<file path="config.mk">
export PLATFORM = sky130hd
export DESIGN_NAME = call_and_clear_instr_exec
export DESIGN_NICKNAME = d
export VERILOG_FILES = /design/src/call_clear_pkg.sv /design/src/call_and_clear_instr_exec.sv
export SDC_FILE = /design/constraint.sdc
export NUM_CORES = 1
export LEC_CHECK = 0
export BUFFER_PORTS_ARGS = -buffer_cell sky130_fd_sc_hd__buf_2
export CORE_MARGIN = 8
export CORE_UTILIZATION = 40
export DETAILED_ROUTE_END_ITERATION = 16
export GPL_ROUTABILITY_DRIVEN = 0
export HOLD_SLACK_MARGIN = 0.03
export PLACE_DENSITY = 0.67
export RECOVER_POWER = 50
export SLEW_MARGIN = 0
export SYNTH_ARGS = -nofsm -noshare
export SYNTH_HDL_FRONTEND = slang
export SYNTH_SLANG_ARGS = --single-unit
</file>
<file path="constraint.sdc">
create_clock -name clock -period 1.9 [get_ports clock]
set_input_delay 0.19 -clock clock [delete_from_list [all_inputs] [get_ports clock]]
set_output_delay 0.19 -clock clock [all_outputs]
set_load 0.02 [all_outputs]
</file>
<file path="src/call_clear_pkg.sv">
// constants and types shared by the call and clear instruction executor
package call_clear_pkg;

  // width of one data memory word
  localparam int DATA_WIDTH = 8;
  // width of a bit position within one data memory word
  localparam int BIT_SEL_WIDTH = 3;
  // default widths of the program counter and stack words (12) and of the data memory address (8)
  localparam int PC_WIDTH_DEFAULT = 12;
  localparam int MEM_ADDR_WIDTH_DEFAULT = 8;

  // instruction kinds handed over by the instruction decoder
  localparam int OP_WIDTH = 3;
  localparam logic [OP_WIDTH-1:0] OP_CALL = 3'h0;
  localparam logic [OP_WIDTH-1:0] OP_CLEAR_MEMORY_BYTE = 3'h1;
  localparam logic [OP_WIDTH-1:0] OP_CLEAR_MEMORY_BIT = 3'h2;
  localparam logic [OP_WIDTH-1:0] OP_WATCHDOG_CLEAR_SINGLE = 3'h3;
  localparam logic [OP_WIDTH-1:0] OP_WATCHDOG_PRECLEAR_FIRST = 3'h4;
  localparam logic [OP_WIDTH-1:0] OP_WATCHDOG_PRECLEAR_SECOND = 3'h5;

  // value written by a whole byte clear
  localparam logic [DATA_WIDTH-1:0] CLEARED_BYTE = 8'h00;
  // step from the call instruction to the return address
  localparam int RETURN_STEP = 1;
  // machine cycles spent on one subroutine call
  localparam int CALL_CYCLES = 2;

  // execution sequence
  typedef enum logic [0:0] {
    st_idle,
    st_call_load
  } exec_state_e;

  // history of the paired pre-clear instructions
  typedef enum logic [1:0] {
    pre_none,
    pre_first_seen,
    pre_second_seen
  } preclear_state_e;

  // preclear history code for the status output
  localparam logic [1:0] PRE_CODE_NONE = 2'h0;
  localparam logic [1:0] PRE_CODE_FIRST = 2'h1;
  localparam logic [1:0] PRE_CODE_SECOND = 2'h2;

endpackage

</file>
<file path="src/call_and_clear_instr_exec.sv">
// execution of the call, memory clear and watchdog clear instructions
// Notes on behaviour
// - call pushes program counter plus one
// - call then loads target into program counter
// - call takes two machine cycles
// - byte clear writes zero to addressed location
// - bit clear zeroes only the selected bit
// - single watchdog clear resets counter and flags
// - first pre-clear acts only after second
// - repeated first pre-clear alone does nothing
// - second pre-clear acts only after first
// - pre-clear pair clears flags only after both consecutively executed
module call_and_clear_instr_exec
  import call_clear_pkg::*;
#(
  parameter int PC_WIDTH = call_clear_pkg::PC_WIDTH_DEFAULT,
  parameter int MEM_ADDR_WIDTH = call_clear_pkg::MEM_ADDR_WIDTH_DEFAULT
) (
  input wire logic clock, // instruction clock
  input wire logic sys_rst, // asynchronous reset, active high
  input wire logic instr_valid, // decoder offers an instruction
  input wire logic [call_clear_pkg::OP_WIDTH-1:0] instr_op, // instruction kind
  input wire logic [PC_WIDTH-1:0] instr_pc, // address of the offered instruction
  input wire logic [PC_WIDTH-1:0] instr_target, // call target address
  input wire logic [MEM_ADDR_WIDTH-1:0] instr_mem_addr, // addressed data memory location
  input wire logic [call_clear_pkg::BIT_SEL_WIDTH-1:0] instr_bit_sel, // bit position
  input wire logic [call_clear_pkg::DATA_WIDTH-1:0] mem_rdata, // current word at instr_mem_addr
  output logic instr_ready, // executor can take an instruction this cycle
  output logic stack_push, // push one return address
  output logic [PC_WIDTH-1:0] stack_data, // return address to push
  output logic pc_load, // load the program counter
  output logic [PC_WIDTH-1:0] pc_target, // new program counter value
  output logic mem_we, // write one data memory word
  output logic [MEM_ADDR_WIDTH-1:0] mem_waddr, // data memory write address
  output logic [call_clear_pkg::DATA_WIDTH-1:0] mem_wdata, // data memory write data
  output logic watchdog_counter_clear, // reset the watchdog counter
  output logic timeout_flag_clear, // clear the timeout flag
  output logic powerdown_flag_clear, // clear the power-down flag
  output logic [1:0] preclear_history, // which pre-clear still waits for its partner
  output logic instr_unknown // offered kind is not handled here
);
  import call_clear_pkg::*;

  // mask with a single zero at the chosen bit position
  function automatic logic [DATA_WIDTH-1:0] keep_mask(input logic [BIT_SEL_WIDTH-1:0] sel);
    logic [DATA_WIDTH-1:0] m;
    m = {DATA_WIDTH{1'b1}};
    m[sel] = 1'b0;
    return m;
  endfunction

  exec_state_e state;
  exec_state_e next_state;
  preclear_state_e preclear;
  preclear_state_e next_preclear;
  logic [PC_WIDTH-1:0] call_target;

  // accept decode
  wire logic take;
  wire logic is_call;
  wire logic is_byte;
  wire logic is_bit;
  wire logic is_single;
  wire logic is_first;
  wire logic is_second;
  wire logic is_known;

  assign take = instr_valid && instr_ready;
  assign is_call = take && (instr_op == OP_CALL);
  assign is_byte = take && (instr_op == OP_CLEAR_MEMORY_BYTE);
  assign is_bit = take && (instr_op == OP_CLEAR_MEMORY_BIT);
  assign is_single = take && (instr_op == OP_WATCHDOG_CLEAR_SINGLE);
  assign is_first = take && (instr_op == OP_WATCHDOG_PRECLEAR_FIRST);
  assign is_second = take && (instr_op == OP_WATCHDOG_PRECLEAR_SECOND);
  assign is_known = is_call || is_byte || is_bit || is_single || is_first || is_second;

  // return address is the word after the call
  wire logic [PC_WIDTH-1:0] return_addr;
  assign return_addr = PC_WIDTH'(instr_pc + PC_WIDTH'(RETURN_STEP));

  // memory write data: whole byte zero or read-modify-write of one bit
  wire logic [DATA_WIDTH-1:0] bit_cleared;
  wire logic [DATA_WIDTH-1:0] next_wdata;
  wire logic next_we;
  assign bit_cleared = mem_rdata & keep_mask(instr_bit_sel);
  assign next_wdata = is_bit ? bit_cleared : CLEARED_BYTE;
  assign next_we = is_byte || is_bit;

  // pre-clear pairing: one of each kind in turn makes a clear.
  // other instructions except the single clear, which ends it, do not break the pairing; a repeat of the same kind
  // restarts it, so a pair split by ordinary code still counts as consecutive.
  wire logic pair_done;
  assign pair_done = (is_first && (preclear == pre_second_seen))
                  || (is_second && (preclear == pre_first_seen));

  always_comb begin
    next_preclear = preclear;
    if (pair_done) begin
      next_preclear = pre_none;
    end else if (is_first) begin
      next_preclear = pre_first_seen;
    end else if (is_second) begin
      next_preclear = pre_second_seen;
    end else if (is_single) begin
      next_preclear = pre_none;
    end
  end

  // watchdog and flag clears come only from the single clear or a finished pair,
  // so call and memory clears never touch the flags
  wire logic next_wd_clear;
  assign next_wd_clear = is_single || pair_done;

  // sequence: a call holds the executor for a second cycle
  always_comb begin
    next_state = state;
    unique case (state)
      st_idle: begin
        if (is_call) begin
          next_state = st_call_load;
        end
      end
      st_call_load: begin
        next_state = st_idle;
      end
    endcase
  end

  // the preclear history as a plain code for observers
  wire logic [1:0] next_history;
  assign next_history = (next_preclear == pre_first_seen) ? PRE_CODE_FIRST :
                        (next_preclear == pre_second_seen) ? PRE_CODE_SECOND :
                        PRE_CODE_NONE;

  // state registers
  always_ff @(posedge clock or posedge sys_rst) begin
    if (sys_rst) begin
      state <= st_idle;
      preclear <= pre_none;
    end else begin
      state <= next_state;
      preclear <= next_preclear;
    end
  end

  // held call target between the push and the load
  always_ff @(posedge clock or posedge sys_rst) begin
    if (sys_rst) begin
      call_target <= '0;
    end else if (is_call) begin
      call_target <= instr_target;
    end
  end

  // ready drops during the first call cycle, with the push; the core must hold off fetch
  always_ff @(posedge clock or posedge sys_rst) begin
    if (sys_rst) begin
      instr_ready <= 1'b1;
    end else begin
      instr_ready <= (next_state == st_idle);
    end
  end

  // first call cycle: push the return address
  always_ff @(posedge clock or posedge sys_rst) begin
    if (sys_rst) begin
      stack_push <= 1'b0;
      stack_data <= '0;
    end else begin
      stack_push <= is_call;
      if (is_call) begin
        stack_data <= return_addr;
      end
    end
  end

  // second call cycle: load the target, fetch resumes from it unconditionally
  always_ff @(posedge clock or posedge sys_rst) begin
    if (sys_rst) begin
      pc_load <= 1'b0;
      pc_target <= '0;
    end else begin
      pc_load <= (state == st_call_load);
      if (state == st_call_load) begin
        pc_target <= call_target;
      end
    end
  end

  // data memory write port
  always_ff @(posedge clock or posedge sys_rst) begin
    if (sys_rst) begin
      mem_we <= 1'b0;
      mem_waddr <= '0;
      mem_wdata <= '0;
    end else begin
      mem_we <= next_we;
      if (next_we) begin
        mem_waddr <= instr_mem_addr;
        mem_wdata <= next_wdata;
      end
    end
  end

  // watchdog counter and flag clear strobes, all three together
  always_ff @(posedge clock or posedge sys_rst) begin
    if (sys_rst) begin
      watchdog_counter_clear <= 1'b0;
      timeout_flag_clear <= 1'b0;
      powerdown_flag_clear <= 1'b0;
    end else begin
      watchdog_counter_clear <= next_wd_clear;
      timeout_flag_clear <= next_wd_clear;
      powerdown_flag_clear <= next_wd_clear;
    end
  end

  // observation outputs
  always_ff @(posedge clock or posedge sys_rst) begin
    if (sys_rst) begin
      preclear_history <= PRE_CODE_NONE;
      instr_unknown <= 1'b0;
    end else begin
      preclear_history <= next_history;
      instr_unknown <= take && !is_known;
    end
  end

endmodule

</file>
---- After elaboration in Yosys (flattened, before gate mapping) ----
Cells that the tools add are included.
word-level totals
  word-level logic and storage cells ...... 62
  bits in registers ....................... 63
cells by class
  order comparisons ....................... 2
  $add $sub $neg .......................... 1
  muxes and demuxes ....................... 11
  reductions and logical operators ........ 21
  bitwise gates (word level) .............. 4
  equal/unequal tests ..................... 9
operators by type and width
  kind                                                                           count
  12-bit by 1-bit adder with 12-bit output (second input constant)               1
  2-bit 2-to-1 mux                                                               6
  1-bit logical AND                                                              11
  8-bit AND                                                                      1
  1-bit logical OR                                                               8
  8-bit 2-to-1 mux                                                               1
  8-bit inverter                                                                 1
  3-bit by 2-bit == test with 1-bit output (second input constant)               2
  3-bit == test (second input constant)                                          2
  2-bit by 1-bit == test with 1-bit output (second input constant)               2
  2-bit == test (second input constant)                                          2
  3-bit by 4-bit less-than comparator with 1-bit output (second input constant)  1
  1-bit demux with 3-bit select                                                  1
  3-bit by 1-bit == test with 1-bit output (second input constant)               1
  3-bit by 1-bit >= comparator with 1-bit output (second input constant)         1
  3-bit zero test                                                                1
  1-bit 2-to-1 mux                                                               2
  1-bit inverter                                                                 2
  1-bit one-hot mux with 2 select lines                                          1
  1-bit zero test                                                                1

---- Longest topological paths before layout ----
  word-level depth ........................ 9
  gate-level depth with buffers ........... 7
  mapped depth without buffers ............ 5

---- Worst setup path before layout ----
OpenSTA, ideal clock, no wires.
  kind .................................... register to register
  start ................................... register instr_ready
  end ..................................... register call_target[0]
  data arrival time ....................... 1.745 ns
  setup slack ............................. 0.030 ns
  stages on the path, launching flop included .. 6
  library setup time ...................... 0.125 ns
  buffers on the path ..................... 2
  clock period less this slack ............ 1.870 ns
  cell sequence ........................... dfstp_2 > nand2_1 > or4_4 > buf_6 > buf_8 > mux2_4
between the ends
  cells in the longest elaborated chain, start to end .. 2
ends and longest elaborated chain
  what                      line                              RTL
  start: declaration        call_and_clear_instr_exec.sv:28   output logic instr_ready,
  start signal: assignment  call_and_clear_instr_exec.sv:160  instr_ready <= (next_state == st_idle);
  1-bit logical AND         call_and_clear_instr_exec.sv:68   assign take = instr_valid && instr_ready;
  1-bit logical AND         call_and_clear_instr_exec.sv:69   assign is_call = take && (instr_op == OP_CALL);
  end signal: assignment    call_and_clear_instr_exec.sv:151  call_target <= instr_target;
  end: declaration          call_and_clear_instr_exec.sv:56   logic [PC_WIDTH-1:0] call_target;
Every way passes these cells.
A chain may end at the register's enable or synchronous reset.

---- Final worst setup path ----
  start ................................... register instr_ready
  end ..................................... register call_target[4]
Same word-level chain as after synthesis.

==> reports/metrics.sh <==
WL_PER_CELL_UM=14.1
CRIT_PATH_START='instr_ready'
INITIAL_UTILIZATION_PCT=40.5
TIMING.SETUP.CRITICAL_PATH_CLASS='register to register'
POSTPLACECELLAREA_UM2=3230
STARTPOINT_TYPE='register'
POST-ROUTE-CELL-AREA_UM2=3420
FF_LATCH_AREA_UM2=1580
DIE_WIDTH_UM=98.0
SYN-INSTANCE-COUNT=230
ROW_COUNT=30
TIMING_WORST_SLEW_PIN_VALUE_PS=647
POSTROUTEANTENNANETS=0
FILL_CELLS=611
REPORT.FINAL.HOLD_VIOL_COUNT=0
CLOCK_SINKS=63
PORTBUFFERS=98
MULTIINPUTGATEAREA_UM2=1010
VIAS_PER_CELL=4.78
SETUP-VIOLATIONS-FINAL=0
FINISH.CELL_COUNT_WITHOUT_FILLERS=417
SYN-CELL-AREA_UM2=2690
DRIVE_GT1_SHARE_PCT=35.6
GLOBALROUTETOTALUTIL_PCT=12.9
FLOORPLAN.CORE_AREA_UM2=6640
GRT_PASS1_VIAS=2124
CTS-HTREE-LEVELS=3
DR.PASS1.ITERS=4
SLEW-LIMIT-HEADROOM_PCT=56.8
POWER.DENSITY_CELL_AREA_nW_PER_UM2=1120
SYNTH-EDFF-COUNT=0
FINAL.SETUP_SKEW_PS=8.61
ANTENNADIODECOUNT=0
FINAL_MIN_PERIOD_OVER_CLOCK_PERIOD_PCT=93.6
CP_MAX_FO=37
DRTITER0DRC=61
CTS_INSERTED_BUFFERS=9
IR_WORST_VDD_mV=0.540
ASYNCSETRESETFLOPFRACSYNTH_PCT=100
IOPINCOUNT=99
GRT_PASS1_WL_UM=10100
FINALWORSTSETUPSLACK_PS=123
CTS.REPORTEDPATHS.CLKPINSLEW_PS=70
YOSYS_REGISTER_BITS=63
CLOCK_TREE.BUFFER_DEPTH=2
GRT_SETUP_UNREPAIRED='no'
HPWL_UM=4350
GRT.OVERFLOW.TOTAL=0
GRT_ANTENNA_BEFORE_REPAIR=0
MAXIMUM_CLOCK_RATE_GHz=0.563
FIN_SETUP_TNS_PS=0
RUN_STATUS='completed'
SYN-NUM-NETS=280
HOLD_PATH.CLASS='input pin to register'
WORST-R2R-CELL-COUNT=3
REG2REG_TO='call_target[4]'
REPORT.FINAL.SLEW_VIOL_COUNT=0
POSTSYNTHAREAPERCELL_UM2=11.7
YOSYSSEQAREASHARE_PCT=58.7
POWER_LEAKAGE_nW=1.67
POWER_mW=3.81
AREA_SHARE_OF_THE_LARGEST_CELL_TYPE_AFTER_SYNTHESIS_PCT=57.7
DETAIL_ROUTE.WIRELENGTH_UM=5890
WORSTSKEWPAIRLATENCY_PS=330
ARRIVAL_PS=1990
FINALCRITICALPERIOD_PS=1780
DRC=0
WORST_R2R_STARTPOINT='instr_ready'
PLACE.DETAILED.INSTANCES=399
CTS_RESIZED=0
FINAL_NETS=383
ENDPOINT_KIND='register'
CAP_VIOLATIONS=0
CTS-ROOT-BUF='sky130_fd_sc_hd__clkbuf_8'
POST-SYNTH-TOP-AREA-CELL='sky130_fd_sc_hd__dfrtp_1'
POST_SYNTH_NUM_CELL_TYPES=39
GRT_START_MAX_NET_PINS=49
SYNTH_FLOP_CELL='sky130_fd_sc_hd__dfrtp_1'
TIMING.REG2REG.SETUP_SLACK_PS=120
YOSYS_WARNINGS=0
DETAILROUTE.VIA_COUNT=1992
CRITICAL_PATH_REQUIRED_PS=2110
DIE-HEIGHT_UM=98.0
TRITONCTS='built'
AREA_GROWTH_SYN_TO_LAYOUT_PCT=27.0
SYNTHTOPCELLSBYAREA='sky130_fd_sc_hd__dfrtp_1 58%, sky130_fd_sc_hd__mux2_2 8.0%, sky130_fd_sc_hd__nand2_1 6.0%'
DIE_AREA_UM2=9600
WORSTSETUPENDPOINT='call_target[4]'
PLACE_WS_PS=86.2
## cells in the mapped netlist (2+ instances only)
| library cell | instances |
|---|---|
| sky130_fd_sc_hd__xor2_1 | 2 |
| sky130_fd_sc_hd__a21oi_1 | 3 |
| sky130_fd_sc_hd__xnor2_1 | 9 |
| sky130_fd_sc_hd__clkbuf_1 | 2 |
| sky130_fd_sc_hd__mux2_2 | 19 |
| sky130_fd_sc_hd__dfrtp_1 | 62 |
| sky130_fd_sc_hd__nor2_1 | 11 |
| sky130_fd_sc_hd__inv_1 | 5 |
| sky130_fd_sc_hd__nand3b_1 | 3 |
| sky130_fd_sc_hd__a32o_1 | 7 |
| sky130_fd_sc_hd__mux2_4 | 6 |
| sky130_fd_sc_hd__nand3_1 | 7 |
| sky130_fd_sc_hd__buf_2 | 2 |
| sky130_fd_sc_hd__buf_4 | 2 |
| sky130_fd_sc_hd__buf_6 | 2 |
| sky130_fd_sc_hd__nor3_1 | 4 |
| sky130_fd_sc_hd__nand2b_1 | 5 |
| sky130_fd_sc_hd__o21ai_0 | 14 |
| sky130_fd_sc_hd__nand2_1 | 43 |
| sky130_fd_sc_hd__buf_1 | 2 |
| sky130_fd_sc_hd__o22ai_1 | 2 |
## cell families (layout without fill, tap and decap cells)
| group | after synthesis | in the layout | share of synthesized area [%] |
|---|---|---|---|
| compound gates | 32 | 32 | 8.00 |
| xor+xnor | 11 | 11 | 3.58 |
| fa+ha+maj | 1 | 1 | 0.465 |
| buf+inv | 18 | 125 | 3.86 |
| flops | 63 | 63 | 58.7 |
| mux | 25 | 25 | 11.3 |
| simple gates | 80 | 80 | 14.1 |
## cell usage in the layout (no fill, tap or decap), types with 2 or more instances in the layout
cell                            instances
sky130_fd_sc_hd__buf_2                 74
sky130_fd_sc_hd__dfrtp_1               62
sky130_fd_sc_hd__nand2_1               43
sky130_fd_sc_hd__clkbuf_1              25
sky130_fd_sc_hd__mux2_2                19
sky130_fd_sc_hd__o21ai_0               14
sky130_fd_sc_hd__nor2_1                11
sky130_fd_sc_hd__clkbuf_8              11
sky130_fd_sc_hd__xnor2_1                9
sky130_fd_sc_hd__nand3_1                7
sky130_fd_sc_hd__a32o_1                 7
sky130_fd_sc_hd__mux2_4                 6
sky130_fd_sc_hd__inv_1                  5
sky130_fd_sc_hd__nand2b_1               5
sky130_fd_sc_hd__nor3_1                 4
sky130_fd_sc_hd__a21oi_1                3
sky130_fd_sc_hd__nand3b_1               3
sky130_fd_sc_hd__dlygate4sd3_1          3
sky130_fd_sc_hd__xor2_1                 2
sky130_fd_sc_hd__o22ai_1                2
## critical path, stage by stage (launching register included)
cell                      delay (ps)
sky130_fd_sc_hd__dfstp_1         540
sky130_fd_sc_hd__nand2_1          90
sky130_fd_sc_hd__or4_4           650
sky130_fd_sc_hd__mux2_4          370
## worst min path at each step
stage | startpoint | end | slack (ps) | cells after the start
6_report | instr_mem_addr[5] | mem_waddr[5] | 50 | 3
4_1_cts | instr_mem_addr[5] | mem_waddr[5] | 30 | 3
2_1_floorplan | instr_mem_addr[0] | mem_waddr[0] | 300 | 2
3_3_place_gp | sys_rst | pc_target[5] | 180 | 2
5_1_grt | instr_mem_addr[5] | mem_waddr[5] | 30 | 3
3_5_place_dp | sys_rst | pc_target[10] | 190 | 2
## sequential cells by signal (all words and copies together) (netlist names)
register	count
powerdown_flag_clear	1
stack_push	1
instr_unknown	1
stack_data	12
mem_waddr	8
mem_we	1
instr_ready	1
preclear	2
pc_load	1
pc_target	12
mem_wdata	8
call_target	12
state	1
preclear_history	2
## final cells by class
type | instances | area share [%]
clock buffer | 12 | 4.54
clock inverter | 3 | 1.25
multi-input combinational | 149 | 29.5
inverter | 7 | 0.769
sequential | 63 | 46.2
timing repair buffer | 103 | 14.8
tap | 80 | 2.93
## repair_timing
| action | 4_1_cts | 5_1_grt |
|---|---|---|
| hold endpoints to repair | 16 | 1 |
| hold buffers | 2 | 1 |
| setup buffers | 0 | 0 |
| endpoints found under the setup margin | 0 | 0 |
## metrics by stage
step                      hold slack (ps)  utilization [%]
after floorplan                       295                -
after global placement                177             48.6
after detailed placement              187             48.6
after CTS                            30.2             51.9
after global routing                 30.9             51.4
final                                46.5             51.4
## routing by layer
layer,wire (um),share of wire [%],vias to the layer above,GRT usage (%)
met5,0,0,-,0
met4,41,0.70,0,5.04
met3,578,9.8,4,6.61
met2,2480,42,72,18.5
met1,2790,47,916,16.0
li1,-,-,1000,-
## power by group
part | total, mW | switching (mW) | internal, mW | leakage (nW)
registers | 1.75 | 0.142 | 1.61 | 0.787
clock network | 1.15 | 0.479 | 0.669 | 0.0985
logic | 0.913 | 0.548 | 0.366 | 0.787
Note: power is estimated with default switching activity, not from simulation.
